### config.mk
export PLATFORM = sky130hd
export DESIGN_NAME = vfs_top
export DESIGN_NICKNAME = d
export VERILOG_FILES = /design/src/vfs_pkg.sv /design/src/vfs_chan_if.sv /design/src/vfs_chan.sv /design/src/vfs_top.sv
export VERILOG_INCLUDE_DIRS = /design/src
export SDC_FILE = /design/constraint.sdc
export NUM_CORES = 1
export LEC_CHECK = 0
export ABC_AREA = 1
export BUFFER_PORTS_ARGS = -buffer_cell sky130_fd_sc_hd__buf_2
export CORE_ASPECT_RATIO = 1.1
export CORE_UTILIZATION = 40
export DETAILED_ROUTE_END_ITERATION = 7
export SLEW_MARGIN = 40
export SYNTH_ARGS = -nofsm -noshare
export SYNTH_HDL_FRONTEND = slang
export SYNTH_HIERARCHICAL = 1
export SYNTH_SLANG_ARGS = --single-unit
### constraint.sdc
create_clock -name clk_sys -period 2 [get_ports clk_sys]
set_clock_uncertainty 0.1 [all_clocks]
set_input_delay 0.3 -clock clk_sys [delete_from_list [all_inputs] [get_ports clk_sys]]
set_output_delay 0.3 -clock clk_sys [all_outputs]
set_load 0.02 [all_outputs]
### src/vfs_cfg.svh
`ifndef VFS_CFG_SVH
`define VFS_CFG_SVH
// Command code and page values.
`define VFS_CMD_CODE 8'h80
`define VFS_PAGE_A 8'h00
`define VFS_PAGE_B 8'h01
`define VFS_PAGE_ALL 8'hFF
// Bit positions inside the status byte.
`define VFS_BIT_PS 7
`define VFS_BIT_SNS 6
`define VFS_BIT_PHL 5
`define VFS_BIT_TMP 4
`define VFS_BIT_VCR 3
`define VFS_BIT_SHR 0
// Bits that software can clear; bits 2 and 1 are always zero.
`define VFS_RW_MASK 8'hF9
`define VFS_RESET_VAL 8'h00
// Imbalance must persist this many detection cycles.
`define VFS_IMB_CYCLES 3'd7
// Temperature threshold in millivolts; no logic compares against it.
`define VFS_TEMP_MV 12'd150
`endif

### src/vfs_pkg.sv
package vfs_pkg;
   typedef logic [7:0] vfs_byte_t;
   typedef enum logic [1:0] {VFS_IDLE, VFS_WAIT, VFS_RUN} vfs_ss_t;
endpackage : vfs_pkg

### src/vfs_chan_if.sv
`timescale 1ns/1ps
interface vfs_chan_if;
   logic fault_ps;
   logic sense_open;
   logic phase_over;
   logic temp_high;
   logic vcode_reset;
   logic imb_tick;
   logic [7:0] imb_phases;
   logic [7:0] clr_mask;
   logic clr_stb;
   logic pre_soft_start;
   logic power_up;
   logic [7:0] status;
   logic [7:0] report;
   modport core (input fault_ps, sense_open, phase_over, temp_high, vcode_reset, imb_tick, imb_phases,
      clr_mask, clr_stb, pre_soft_start, power_up, output status, report);
   modport top (output fault_ps, sense_open, phase_over, temp_high, vcode_reset, imb_tick, imb_phases,
      clr_mask, clr_stb, pre_soft_start, power_up, input status, report);
endinterface : vfs_chan_if

### src/vfs_chan.sv
`timescale 1ns/1ps
`include "vfs_cfg.svh"
module vfs_chan #(
   parameter bit HAS_VCODE = 1'b1
) (
   // Clock and reset.
   input wire logic clk_sys,
   input wire logic srst,
   // Per-channel condition and clear signals.
   vfs_chan_if.core ch
);
   import vfs_pkg::*;
   typedef struct packed {
      vfs_byte_t stat;
      logic [7:0] rep;
      logic [2:0] imb_cnt;
   } vfs_cst_t;
   vfs_cst_t st_reg;
   vfs_cst_t st_next;
   vfs_byte_t set_v;
   always_comb
   begin
      set_v = '0;
      set_v[`VFS_BIT_PS] = ch.fault_ps;
      set_v[`VFS_BIT_SNS] = ch.power_up && ch.sense_open;
      set_v[`VFS_BIT_PHL] = ch.phase_over;
      set_v[`VFS_BIT_VCR] = HAS_VCODE && ch.vcode_reset;
      // The count saturates, so a lasting imbalance sets the flag again after a clear.
      set_v[`VFS_BIT_SHR] = ch.imb_tick && (ch.imb_phases != 8'h00) && (st_reg.imb_cnt >= `VFS_IMB_CYCLES - 3'd1);
   end
   always_comb
   begin
      st_next = st_reg;
      // Write-one clears, but a condition arriving this cycle still sets.
      if (ch.clr_stb)
      begin
         st_next.stat = st_reg.stat & ~(ch.clr_mask & `VFS_RW_MASK);
      end
      st_next.stat = st_next.stat | set_v;
      // Temperature level is resampled until soft-start begins.
      if (ch.pre_soft_start)
      begin
         st_next.stat[`VFS_BIT_TMP] = ch.temp_high;
      end
      st_next.stat = st_next.stat & `VFS_RW_MASK;
      if (ch.imb_tick)
      begin
         st_next.rep = ch.imb_phases;
         if (ch.imb_phases == 8'h00)
         begin
            st_next.imb_cnt = 3'd0;
         end
         else if (st_reg.imb_cnt != `VFS_IMB_CYCLES)
         begin
            st_next.imb_cnt = st_reg.imb_cnt + 3'd1;
         end
      end
   end
   always_ff @(posedge clk_sys)
   begin
      if (srst)
      begin
         st_reg <= '0;
      end
      else
      begin
         st_reg <= st_next;
      end
   end
   assign ch.status = st_reg.stat;
   assign ch.report = st_reg.rep;
endmodule : vfs_chan

### src/vfs_top.sv
`timescale 1ns/1ps
`include "vfs_cfg.svh"
// How it works
// - Power stage fault latches bit 7.
// - Open sense pin at power-up latches bit 6.
// - Excess phase count latches bit 5, clamps.
// - Bit 4 holds temperature level before soft-start.
// - Page 0 bit 3 latches voltage-code reset.
// - Seven consecutive imbalance cycles set bit 0.
// - Imbalanced phases readable in separate report.
// - Writing one clears a flag.
// - Page 00h A, 01h B, FFh reads A.
// - Command 80h, single byte read/write.
module vfs_top #(
   parameter int MAX_PH_A = 6,
   parameter int MAX_PH_B = 2
) (
   // Clock and reset.
   input wire logic clk_sys,
   input wire logic srst,
   // Command port from the bus engine.
   input wire logic [7:0] cmd_code,
   input wire logic [7:0] page,
   input wire logic rd_stb,
   input wire logic wr_stb,
   input wire logic [7:0] wr_data,
   output logic [7:0] rd_data,
   output logic rd_valid,
   output logic [7:0] report_a,
   output logic [7:0] report_b,
   // Channel A conditions (pins).
   input wire logic a_fault_ps,
   input wire logic a_sense_open,
   input wire logic a_temp_high,
   input wire logic a_vcode_reset,
   input wire logic a_imb_tick,
   input wire logic [7:0] a_imb_phases,
   input wire logic [3:0] a_phase_cfg,
   // Channel B conditions (pins).
   input wire logic b_fault_ps,
   input wire logic b_sense_open,
   input wire logic b_temp_high,
   input wire logic b_imb_tick,
   input wire logic [7:0] b_imb_phases,
   input wire logic [3:0] b_phase_cfg,
   // Sequencing.
   input wire logic power_up,
   input wire logic pre_soft_start,
   output logic [3:0] a_phase_run,
   output logic [3:0] b_phase_run
);
   import vfs_pkg::*;
   ////////////////////////////////////////////////////////////////////////////
   // Pin synchronisers; every pin input passes two flops first.
   // The command lines come from the bus engine on clk_sys and need no synchroniser.
   localparam int SW = 35;
   logic [SW-1:0] pin_raw;
   logic [SW-1:0] pin_m;
   logic [SW-1:0] pin_s;
   // The unpacking below must list the pins in this same order.
   assign pin_raw = {
      a_fault_ps,
      a_sense_open,
      a_temp_high,
      a_vcode_reset,
      a_imb_tick,
      a_imb_phases,
      a_phase_cfg,
      b_fault_ps,
      b_sense_open,
      b_temp_high,
      b_imb_tick,
      b_imb_phases,
      b_phase_cfg,
      power_up,
      pre_soft_start
   };
   // A pin word may show a mix of old and new bits for one cycle; these pins are slow levels.
   typedef struct packed {
      logic [SW-1:0] m;
      logic [SW-1:0] s;
      logic ta;
      logic tb;
      logic [7:0] rd;
      logic rv;
      logic [3:0] pa;
      logic [3:0] pb;
      logic [7:0] ra;
      logic [7:0] rb;
   } vfs_tst_t;
   vfs_tst_t t_reg;
   vfs_tst_t t_next;
   assign pin_m = t_reg.m;
   assign pin_s = t_reg.s;
   logic sa_fps;
   logic sa_sno;
   logic sa_th;
   logic sa_vr;
   logic sa_tk;
   logic [7:0] sa_ip;
   logic [3:0] sa_pc;
   logic sb_fps;
   logic sb_sno;
   logic sb_th;
   logic sb_tk;
   logic [7:0] sb_ip;
   logic [3:0] sb_pc;
   logic s_pu;
   logic s_pss;
   assign {
      sa_fps,
      sa_sno,
      sa_th,
      sa_vr,
      sa_tk,
      sa_ip,
      sa_pc,
      sb_fps,
      sb_sno,
      sb_th,
      sb_tk,
      sb_ip,
      sb_pc,
      s_pu,
      s_pss
   } = pin_s;
   ////////////////////////////////////////////////////////////////////////////
   // Channel instances. The imbalance tick pin is a level; its rising edge is one detection cycle.
   vfs_chan_if ia();
   vfs_chan_if ib();
   logic sel_b;
   logic cmd_hit;
   logic clr_ok;
   logic [3:0] lim_a;
   logic [3:0] lim_b;
   assign lim_a = 4'(MAX_PH_A);
   assign lim_b = 4'(MAX_PH_B);
   assign sel_b = (page == `VFS_PAGE_B);
   assign cmd_hit = (cmd_code == `VFS_CMD_CODE);
   // Writing with page FFh reaches channel A only, matching reads.
   assign clr_ok = wr_stb && cmd_hit && (page == `VFS_PAGE_A || page == `VFS_PAGE_B || page == `VFS_PAGE_ALL);
   // Channel A wiring.
   assign ia.fault_ps = sa_fps;
   assign ia.sense_open = sa_sno;
   assign ia.phase_over = sa_pc > lim_a;
   assign ia.temp_high = sa_th;
   assign ia.vcode_reset = sa_vr;
   assign ia.imb_tick = sa_tk && !t_reg.ta;
   assign ia.imb_phases = sa_ip;
   assign ia.clr_mask = wr_data;
   assign ia.clr_stb = clr_ok && !sel_b;
   assign ia.pre_soft_start = s_pss;
   assign ia.power_up = s_pu;
   // Channel B wiring.
   assign ib.fault_ps = sb_fps;
   assign ib.sense_open = sb_sno;
   assign ib.phase_over = sb_pc > lim_b;
   assign ib.temp_high = sb_th;
   assign ib.vcode_reset = 1'b0;
   assign ib.imb_tick = sb_tk && !t_reg.tb;
   assign ib.imb_phases = sb_ip;
   assign ib.clr_mask = wr_data;
   assign ib.clr_stb = clr_ok && sel_b;
   assign ib.pre_soft_start = s_pss;
   assign ib.power_up = s_pu;
   vfs_chan #(.HAS_VCODE(1'b1)) u_cha (.clk_sys(clk_sys), .srst(srst), .ch(ia));
   vfs_chan #(.HAS_VCODE(1'b0)) u_chb (.clk_sys(clk_sys), .srst(srst), .ch(ib));
   ////////////////////////////////////////////////////////////////////////////
   // Single-byte read answer and phase clamp.
   always_comb
   begin
      t_next = t_reg;
      t_next.m = pin_raw;
      t_next.s = pin_m;
      t_next.ta = sa_tk;
      t_next.tb = sb_tk;
      t_next.rv = rd_stb && cmd_hit;
      // Any page other than 01h answers with channel A, which FFh requires.
      if (rd_stb && cmd_hit)
      begin
         t_next.rd = sel_b ? ib.status : ia.status;
      end
      if (sa_pc > lim_a)
      begin
         t_next.pa = lim_a;
      end
      else
      begin
         t_next.pa = sa_pc;
      end
      if (sb_pc > lim_b)
      begin
         t_next.pb = lim_b;
      end
      else
      begin
         t_next.pb = sb_pc;
      end
      t_next.ra = ia.report;
      t_next.rb = ib.report;
   end
   ////////////////////////////////////////////////////////////////////////////
   // State register; a synchronous reset clears every output.
   always_ff @(posedge clk_sys)
   begin
      if (srst)
      begin
         t_reg <= '0;
      end
      else
      begin
         t_reg <= t_next;
      end
   end
   ////////////////////////////////////////////////////////////////////////////
   // Every output comes straight from a flip-flop.
   assign rd_data = t_reg.rd;
   assign rd_valid = t_reg.rv;
   assign a_phase_run = t_reg.pa;
   assign b_phase_run = t_reg.pb;
   assign report_a = t_reg.ra;
   assign report_b = t_reg.rb;
endmodule : vfs_top

==> results.sh, run 1 <==
export IMPL_status="finished, violations left"
export IMPL_violations="design-rule violations"
export IMPL_path_common_cell="nor2_1"
export IMPL_syn_cell_area_um2=5280
export IMPL_r2r_slack_ns=0.72
export IMPL_criticalPathCategory="in2reg"
export IMPL_cp_max_fo=9
export IMPL_dp_hpwl_um=5830
export IMPL_r2r_start="u_cha/st_reg[0]"
export IMPL_max_freq_mhz=758
export IMPL_initial_core_util_pct=41.4
export IMPL_synth_area_top_cells="dfxtp_1, nor2_1, inv_1"
export IMPL_busiest_layer="met2"
export IMPL_drive_above_1_share_pct=20.3
export IMPL_yosysSeqAreaShare_pct=52.7
export IMPL_track_usage_pct=13.8
export IMPL_drtIter0Drc=135
export IMPL_r2r_end="u_cha/st_reg[2]"
export IMPL_place_congestion=0.730
export IMPL_clock_sinks=139
export IMPL_avgRoutedWirePerCell_um=9.48
export IMPL_grt_pass1_wl_um=15000
export IMPL_viasPerCell=4.18
export IMPL_p_leak_nw=3.16
export IMPL_final_max_slew_viol_count=0
export IMPL_core_um2=12800
export IMPL_rows=43
export IMPL_cap_violations=0
export IMPL_slowest_stage="nor2_1"
export IMPL_crit_chain="buf_2 > nor2_1 > nand2_1 > inv_2 > nand2_4 > nor2_1 > nand2_1 > a21oi_1 > nor2_1"
export IMPL_ys_types=24
export IMPL_fin_setup_tns_ns=0
export IMPL_htreeDepth=4
export IMPL_worstPathRequired_ns=2.17
export IMPL_period_needed_ns=1.32
export IMPL_antenna_found_initial=0
export IMPL_r2r_cells=6
export IMPL_routed_wl_um=8690
export IMPL_end_kind="flip-flop"
export IMPL_antenna_cells=0
export IMPL_ys_seq_elements=139
export IMPL_min_delay_start="a_vcode_reset"
export IMPL_cts_made_buffers=17
export IMPL_peakVddDrop_mv=0.416
export IMPL_rsz0062_at_grt="no"
export IMPL_overflow=0
export IMPL_dieArea_um2=13700
export IMPL_grt_pass1_vias=3549
export IMPL_synth_top_cell_area_share_pct=52.7
export IMPL_cts_root_buffer="clkbuf_16"
export IMPL_portBuffers=93
export IMPL_syn_avg_cell_area_um2=7.84
export IMPL_period_share_pct=66.0
export IMPL_met3_usage_pct=4.15
export IMPL_firstDrtPassIters=6
export IMPL_whs_endpoint="pin_m[31]"
export IMPL_drtAntennaViolNets=0
export IMPL_power_density_nw_per_um2=1020
export IMPL_holdPathStages=3
export IMPL_nNetsFinal=813
export IMPL_global_route_usage_met1_pct=14.2
export IMPL_insertion_delay_ns=0.40
export IMPL_area_delta_synth_final_pct=20.9
export IMPL_yosys_area_top_type="dfxtp_1"
export IMPL_hold_class="in2reg"
export IMPL_fp_dieH_um=123
export IMPL_setup_viol=0
export IMPL_clkTransAtPathRegs_ns=0.06
export IMPL_p_total_w=0.00654
export IMPL_grt_util_met2_pct=25.8
export IMPL_cts_tree="built"
export IMPL_max_stage_delay_ns=0.38
export IMPL_yosys_warnings=6
export IMPL_arrival_ns=1.49
export IMPL_grt_max_degree=54
export IMPL_via_count=3829
export IMPL_netlist_instances=674
export IMPL_clk_path_buf_depth=2
export IMPL_drc=5
export IMPL_hold_viol_final=0
export IMPL_worstSetupStartpointType="primary input"
export IMPL_io_pins=96
export IMPL_fp_dieW_um=112
==> layer usage <==
layer	vias to the layer above	routed length [um]
met5	-	0
met4	0	85
met3	8	295
met2	67	4510
met1	1703	3800
li1	2051	-
==> stage by stage <==
stage / util (%) / hold slack (ns) / instance area (um^2) / worst slack [ns] / instances
after floorplan: - / 0.269 / 5300 / 0.470 / 678
after global placement: 42.8 / 0.291 / 5460 / 0.297 / 854
after detailed placement: 42.8 / 0.292 / 5460 / 0.263 / 854
after CTS: 50.1 / 0.00300 / 6380 / 0.683 / 916
after global routing: 50.1 / 0.00343 / 6380 / 0.517 / 916
final: 50.1 / 0.0121 / 6380 / 0.681 / 916
==> critical path, delay by kind of cell <==
kind,cells,cell delay [ns]
AND/OR/NAND/NOR,6,0.79
AO/OA/AOI/OAI,1,0.14
buffers and inverters,2,0.26
==> layout make-up <==
type / instances / area [um^2]
fill: 1207 / 6370
timing repair buffer: 128 / 818
sequential: 139 / 2780
inverter: 137 / 514
multi-input combinational: 323 / 1450
clock inverter: 14 / 184
clock buffer: 18 / 439
tap: 157 / 196
==> kinds of logic (layout without fill, tap and decap cells) <==
group | count (synthesis) | count (layout) | share of synthesized area [%]
adder cells (fa/ha/maj) | 4 | 4 | 0.947
other | 3 | 7 | 0.213
AND/OR/NAND/NOR | 265 | 265 | 21.0
flip-flops | 139 | 139 | 52.7
buffers and inverters | 216 | 297 | 20.2
AO/OA/AOI/OAI | 47 | 47 | 5.02
==> power breakdown <==
part	leakage, nW	switching, W	internal, W
Clock	0.299	0.00120	0.00202
Combinational	1.72	0.000218	0.000174
Sequential	1.14	0.0000417	0.00288
==> what timing repair did <==
item / 4_1_cts / 5_1_grt
setup buffers: 0 / 0
endpoints found under the hold margin: 30 / 0
gates resized for setup: 0 / 0
hold buffers: 30 / 0
==> placed cells by master, fill, tap and decap left out, types with 4 or more instances in the layout <==
cell           synthesis  routed
buf_4                 64       5
ha_1                   4       4
nor2_1               164     164
conb_1                 3       7
nand2_1               56      56
o21ai_0               23      23
dfxtp_1              139     139
inv_6                  0       5
nand4_1                5       5
a21oi_1               19      19
dlygate4sd3_1          0      30
nand2_2                7       7
buf_2                 11      92
inv_1                134     134
nand3_1               18      18
nor2_2                 8       8
clkbuf_16              0      17
clkinv_4               0       4
==> synth_stat cells <==
library cell,instances
nand4_1,5
nand2_4,1
nand3_2,1
nor2_1,164
dfxtp_1,139
nand2_2,7
clkbuf_1,4
o31ai_1,1
nor2_4,1
buf_2,11
nand3_1,18
ha_1,4
nand2_1,56
conb_1,3
nor2_2,8
inv_2,3
inv_1,134
buf_4,64
o21ai_0,23
a211oi_1,2
o21ai_4,2
nor3_1,3
a21oi_1,19
nor2_8,1
==> how the worst max path moves through the flow <==
stage | end | from | slack (ns)
2_1_floorplan | u_cha/ch.status[4] | cmd_code[6] | 0.47
4_1_cts | rd_data[0] | rd_data[0] | 0.68
3_3_place_gp | u_chb/ch.status[4] | page[7] | 0.30
5_1_grt | u_chb/ch.status[4] | page[5] | 0.52
3_5_place_dp | u_chb/ch.status[5] | page[7] | 0.26
6_report | u_chb/ch.status[5] | page[7] | 0.68
Note: power is estimated with default switching activity, not from simulation.
==> run 2, diff against run 1 <==
clock period = 1.1 ns   (was 2 ns; I/O delays follow)
==> run 2 against run 1 <==
Against the previous run: the flow finishes with violations (design-rule violations, negative setup slack); sequential power rose by 83%; design area is 14% higher; sequential share of layout area shrank 4.4 points; critical path depth shrank 3; first-iteration DRC count increased by 4.4%; global-route usage increased by 1.7 points; count of clock-buffer cells in the layout increased by 4; highest routed layer unchanged.
==> results.sh, run 2 (synthesized netlist as in run 1, its figures left out) <==
export IMPL_status="finished, violations left"
export IMPL_violations="design-rule violations, negative setup slack"
export IMPL_p_leak_nw=3.42
export IMPL_pre_cts_ws_ns=-0.350
export IMPL_hold_class="in2reg"
export IMPL_end_kind="flip-flop"
export IMPL_slowest_stage="dfxtp_2"
export IMPL_power_switching_w=0.00254
export IMPL_antenna_found_initial=0
export IMPL_period_share_pct=109
export IMPL_portBuffers=93
export IMPL_cp_max_fo=5
export IMPL_dieArea_um2=13700
export IMPL_combPwrFrac_pct=8.3
export IMPL_track_usage_pct=15.5
export IMPL_drtAntennaViolNets=0
export IMPL_firstDrtPassIters=6
export IMPL_final_common_cell="nor2_1"
export IMPL_fin_ws_ns=-0.101
export IMPL_p_sw_share_pct=22.0
export IMPL_core_um2=12800
export IMPL_initial_core_util_pct=41.4
export IMPL_drtIter0Drc=141
export IMPL_grt_max_degree=51
export IMPL_fp_dieW_um=112
export IMPL_crit_chain="nor2_4 > nand2_4 > o21ai_4 > nand3_2 > nand2_2 > nor2_1"
export IMPL_area_delta_synth_final_pct=37.5
export IMPL_period_needed_ns=1.20
export IMPL_fp_dieH_um=123
export IMPL_antenna_cells=0
export IMPL_insertion_delay_ns=0.42
export IMPL_mostFrequentLayoutCells="nor2_1, inv_1, dfxtp_1"
export IMPL_power_density_nw_per_um2=1580
export IMPL_place_congestion=0.771
export IMPL_clkTransAtPathRegs_ns=0.06
export IMPL_worstSetupStartpointType="flip-flop"
export IMPL_p_int_w=0.00897
export IMPL_criticalPathCategory="reg2reg"
export IMPL_arrival_ns=1.41
export IMPL_dp_hpwl_um=6330
export IMPL_whs_ns=0.0573
export IMPL_avgRoutedWirePerCell_um=10.3
export IMPL_viasPerCell=4.22
export IMPL_post_dp_cell_area_um2=5770
export IMPL_clk_path_buf_depth=2
export IMPL_max_freq_mhz=832
export IMPL_cts_tree="built"
export IMPL_hold_viol_final=0
export IMPL_p_total_w=0.0115
export IMPL_max_stage_delay_ns=0.33
export IMPL_rows=43
export IMPL_rsz0062_at_grt="yes"
export IMPL_routed_wl_um=9860
export IMPL_critPathTopFamily="simple AND/OR/NAND/NOR gates"
export IMPL_worstPathRequired_ns=1.30
export IMPL_seqPwrFrac_pct=46.6
export IMPL_grt_pass1_wl_um=16300
export IMPL_drive_above_1_share_pct=34.4
export IMPL_via_count=4026
export IMPL_peakVddDrop_mv=1.06
export IMPL_setup_viol=48
export IMPL_drc=9
export IMPL_finalInstanceArea_um2=7260
export IMPL_io_pins=96
export IMPL_critPathBufInv=0
export IMPL_cts_made_buffers=17
export IMPL_clock_sinks=139
export IMPL_htreeDepth=4
export IMPL_grt_pass1_vias=3879
export IMPL_final_max_slew_viol_count=0
export IMPL_cts_root_buffer="clkbuf_16"
export IMPL_nNetsFinal=852
export IMPL_fin_setup_tns_ns=-1.27
export IMPL_clkPwrFrac_pct=45.1
export IMPL_cap_violations=0
export IMPL_overflow=0
==> run 2: changes by cell type in the layout (fill, tap and decap cells not counted), moves of 12 or more <==
cell           change
dlygate4sd3_1     +12
dfxtp_1           -49
dfxtp_2           +49
buf_6             +36
inv_1             -13
buf_4             +23
buf_2             -36
nor2_4            +15
nor2_1            -13
==> run 2: worst paths after layout <==
| path | start | to | slack, ns | depth (start not counted) |
|---|---|---|---|---|
| worst min register to register | pin_m[30] | pin_s[30] | 0.29 | 2 |
| worst max-delay path | pin_s[27] | u_cha/st_reg[2] | -0.10 | 6 |
| worst max register to register | pin_s[27] | u_cha/st_reg[2] | -0.10 | 6 |
| worst min-delay path | wr_stb | u_chb/ch.status[3] | 0.06 | 4 |
==> run 2: tightest hold or removal path, cell delays in order <==
cell and delay, ns:
buf_2 0.12, nand3_4 0.08, nor2_4 0.06, a21oi_1 0.10
==> run 2: final cells by class <==
class | instances | area (um^2)
clock inverter | 8 | 70.1
clock buffer | 22 | 474
timing repair buffer | 167 | 1400
inverter | 137 | 553
multi-input combinational | 323 | 1720
tap | 157 | 196
sequential | 139 | 2840
fill | 1131 | 5490
==> run 2: power groups by stage <==
stage / logic [W] / clock network, W / registers (W)
4_1_cts: 0.000910 / 0.00533 / 0.00535
3_3_place_gp: 0.000712 / 0 / 0.00543
5_1_grt: 0.00106 / 0.00556 / 0.00538
2_1_floorplan: 0.000553 / 0 / 0.00542
6_report: 0.000951 / 0.00519 / 0.00536
3_5_place_dp: 0.000734 / 0 / 0.00544
==> run 2: what timing repair did <==
| action | 4_1_cts | 5_1_grt |
|---|---|---|
| gates resized for setup | 119 | 42 |
| pin swaps | 17 | 26 |
| endpoints found under the hold margin | 46 | 0 |
| setup buffers | 4 | 5 |
| hold buffers | 43 | 0 |
| endpoints found under the setup margin | 49 | 62 |
==> run 2: routing by layer <==
metal / wire length, um / vias up / part of all wire [%] / GRT usage (%)
met5: 0 / - / 0 / 0
li1: - / 2124 / - / -
met1: 4050 / 1815 / 41 / 15.6
met2: 5220 / 67 / 53 / 28.0
met3: 343 / 20 / 3.5 / 4.59
met4: 249 / 0 / 2.5 / 10.3
==> run 2: metrics by stage <==
step / utilization, % / cells
after CTS: 55.6 / 948
after global routing: 57.0 / 953
after floorplan: - / 678
final: 57.0 / 953
after global placement: 45.3 / 871
after detailed placement: 45.3 / 871
==> run 3, diff against run 2 <==
--- a/constraint.sdc
+++ b/constraint.sdc
@@ -3,3 +3,3 @@
 set_input_delay 0.165 -clock clk_sys [delete_from_list [all_inputs] [get_ports clk_sys]]
 set_output_delay 0.165 -clock clk_sys [all_outputs]
-set_load 0.02 [all_outputs]
+set_load 0.01 [all_outputs]
==> run 3 against run 2 <==
Against the previous run: the flow still finishes with violations (design-rule violations, negative setup slack); sequential cell count did not move; combinational power down 5.3%; utilization decreased by 0.96 points; register-to-register slack hardly changed; die area unchanged; critical path depth unchanged; non-clock buffer count shrank 2; design area decreased by 1.7%; via count barely moved.
==> results.sh, run 3 (synthesized netlist as in run 1, its figures left out) <==
export IMPL_hold_class="in2reg"
export IMPL_final_max_slew_viol_count=0
export IMPL_drtIter0Drc=129
export IMPL_nNetsFinal=850
export IMPL_drive_above_1_share_pct=32.4
export IMPL_arrival_ns=1.41
export IMPL_fp_dieW_um=112
export IMPL_clkPwrFrac_pct=45.3
export IMPL_rows=43
export IMPL_dieArea_um2=13700
export IMPL_busiest_layer="met2"
export IMPL_setup_viol=35
export IMPL_cp_max_fo=5
export IMPL_drc=6
export IMPL_antenna_found_initial=0
export IMPL_peakVddDrop_mv=1.06
export IMPL_grt_util_met2_pct=27.5
export IMPL_hold_viol_final=0
export IMPL_post_layout_nonfiller_instances=951
export IMPL_firstDrtPassIters=8
export IMPL_cts_root_buffer="clkbuf_16"
export IMPL_routed_wl_um=9690
export IMPL_via_count=4027
export IMPL_track_usage_pct=15.2
export IMPL_power_density_nw_per_um2=1600
export IMPL_insertion_delay_ns=0.42
export IMPL_overflow=0
export IMPL_criticalPathCategory="reg2reg"
export IMPL_io_pins=96
export IMPL_worstSetupStartpointType="flip-flop"
export IMPL_end_kind="flip-flop"
export IMPL_grt_pass1_vias=3840
export IMPL_combPwrFrac_pct=7.9
export IMPL_place_congestion=0.771
export IMPL_area_delta_synth_final_pct=35.2
export IMPL_worstPathRequired_ns=1.30
export IMPL_core_um2=12800
export IMPL_clk_path_buf_depth=2
export IMPL_clock_sinks=139
export IMPL_violations="design-rule violations, negative setup slack"
export IMPL_p_sw_share_pct=21.8
export IMPL_clkTransAtPathRegs_ns=0.05
export IMPL_p_int_w=0.00894
export IMPL_avgRoutedWirePerCell_um=10.2
export IMPL_final_common_cell="nor2_1"
export IMPL_dp_hpwl_um=6330
export IMPL_dp_cells=871
export IMPL_max_freq_mhz=830
export IMPL_fin_ws_ns=-0.104
export IMPL_p_total_w=0.0114
export IMPL_htreeDepth=4
export IMPL_period_needed_ns=1.20
export IMPL_seqPwrFrac_pct=46.8
export IMPL_drtAntennaViolNets=0
export IMPL_cts_made_buffers=17
export IMPL_grt_pass1_wl_um=16000
export IMPL_met3_usage_pct=4.44
export IMPL_rsz0062_at_grt="yes"
export IMPL_status="finished, violations left"
export IMPL_p_leak_nw=3.39
export IMPL_mostFrequentLayoutCells="nor2_1, inv_1, dfxtp_1"
export IMPL_period_share_pct=109
export IMPL_global_route_usage_met1_pct=15.2
export IMPL_initial_core_util_pct=41.4
export IMPL_grt_max_degree=51
export IMPL_cts_tree="built"
export IMPL_power_switching_w=0.00249
export IMPL_cap_violations=0
export IMPL_viasPerCell=4.23
export IMPL_portBuffers=93
export IMPL_fp_dieH_um=123
export IMPL_antenna_cells=0
-- run 3: cell types whose count changed in the layout (fill, tap and decap cells not counted), sizes merged --
cell,change
buf,-2
-- run 3: power groups by stage --
stage	Sequential [W]	Clock (W)	Combinational [W]
floorplan	0.00542	0	0.000529
global placement	0.00543	0	0.000688
detailed placement	0.00544	0	0.000710
CTS	0.00534	0.00533	0.000857
global route	0.00537	0.00557	0.00101
finish	0.00535	0.00518	0.000901
-- run 3: stage by stage --
step | cell area, um^2 | utilization (%) | TNS (ns) | hold slack, ns | worst slack, ns
after global placement | 5770 | 45.3 | -4.88 | 0.264 | -0.318
after detailed placement | 5770 | 45.3 | -5.56 | 0.271 | -0.350
after global routing | 7140 | 56.0 | -2.89 | 0.0577 | -0.164
after CTS | 6950 | 54.5 | -1.50 | 0.0389 | -0.0977
after floorplan | 5460 | - | -0.361 | 0.132 | -0.0880
final | 7140 | 56.0 | -0.792 | 0.0572 | -0.104
-- run 3: path summary, 6_finish.rpt --
| check | depth (start not counted) | to | from | slack [ns] |
|---|---|---|---|---|
| max | 6 | u_cha/st_reg[2] | pin_s[27] | -0.10 |
| min | 4 | u_chb/ch.status[3] | wr_stb | 0.06 |
| max reg2reg | 6 | u_cha/st_reg[2] | pin_s[27] | -0.10 |
| min reg2reg | 2 | pin_s[30] | pin_m[30] | 0.29 |
-- run 3: worst max-delay path, stage by stage (launching register included) --
cell and delay (ns):
dfxtp_2 0.33, nor2_4 0.14, nand2_4 0.07, o21ai_4 0.23, nand3_2 0.11, nand2_2 0.07, nor2_1 0.04
-- run 3: what timing repair did --
item	in CTS	in global routing
hold endpoints to repair	46	0
pin swaps	17	24
endpoints found under the setup margin	49	62
buffers inserted	4	3
gates cloned	0	0
resized for setup	46	51
hold buffers	43	0
-- run 3: layer usage --
metal,share of wire [%],up-vias
li1,-,2121
met5,0,-
met4,2.8,0
met3,4.1,22
met2,53,79
met1,40,1805
-- run 3: cell type report --
class / instances / area, um^2
fill: 1159 / 5610
sequential: 139 / 2830
clock inverter: 8 / 70.1
timing repair buffer: 165 / 1300
clock buffer: 22 / 474
tap: 157 / 196
inverter: 137 / 553
multi-input combinational: 323 / 1720
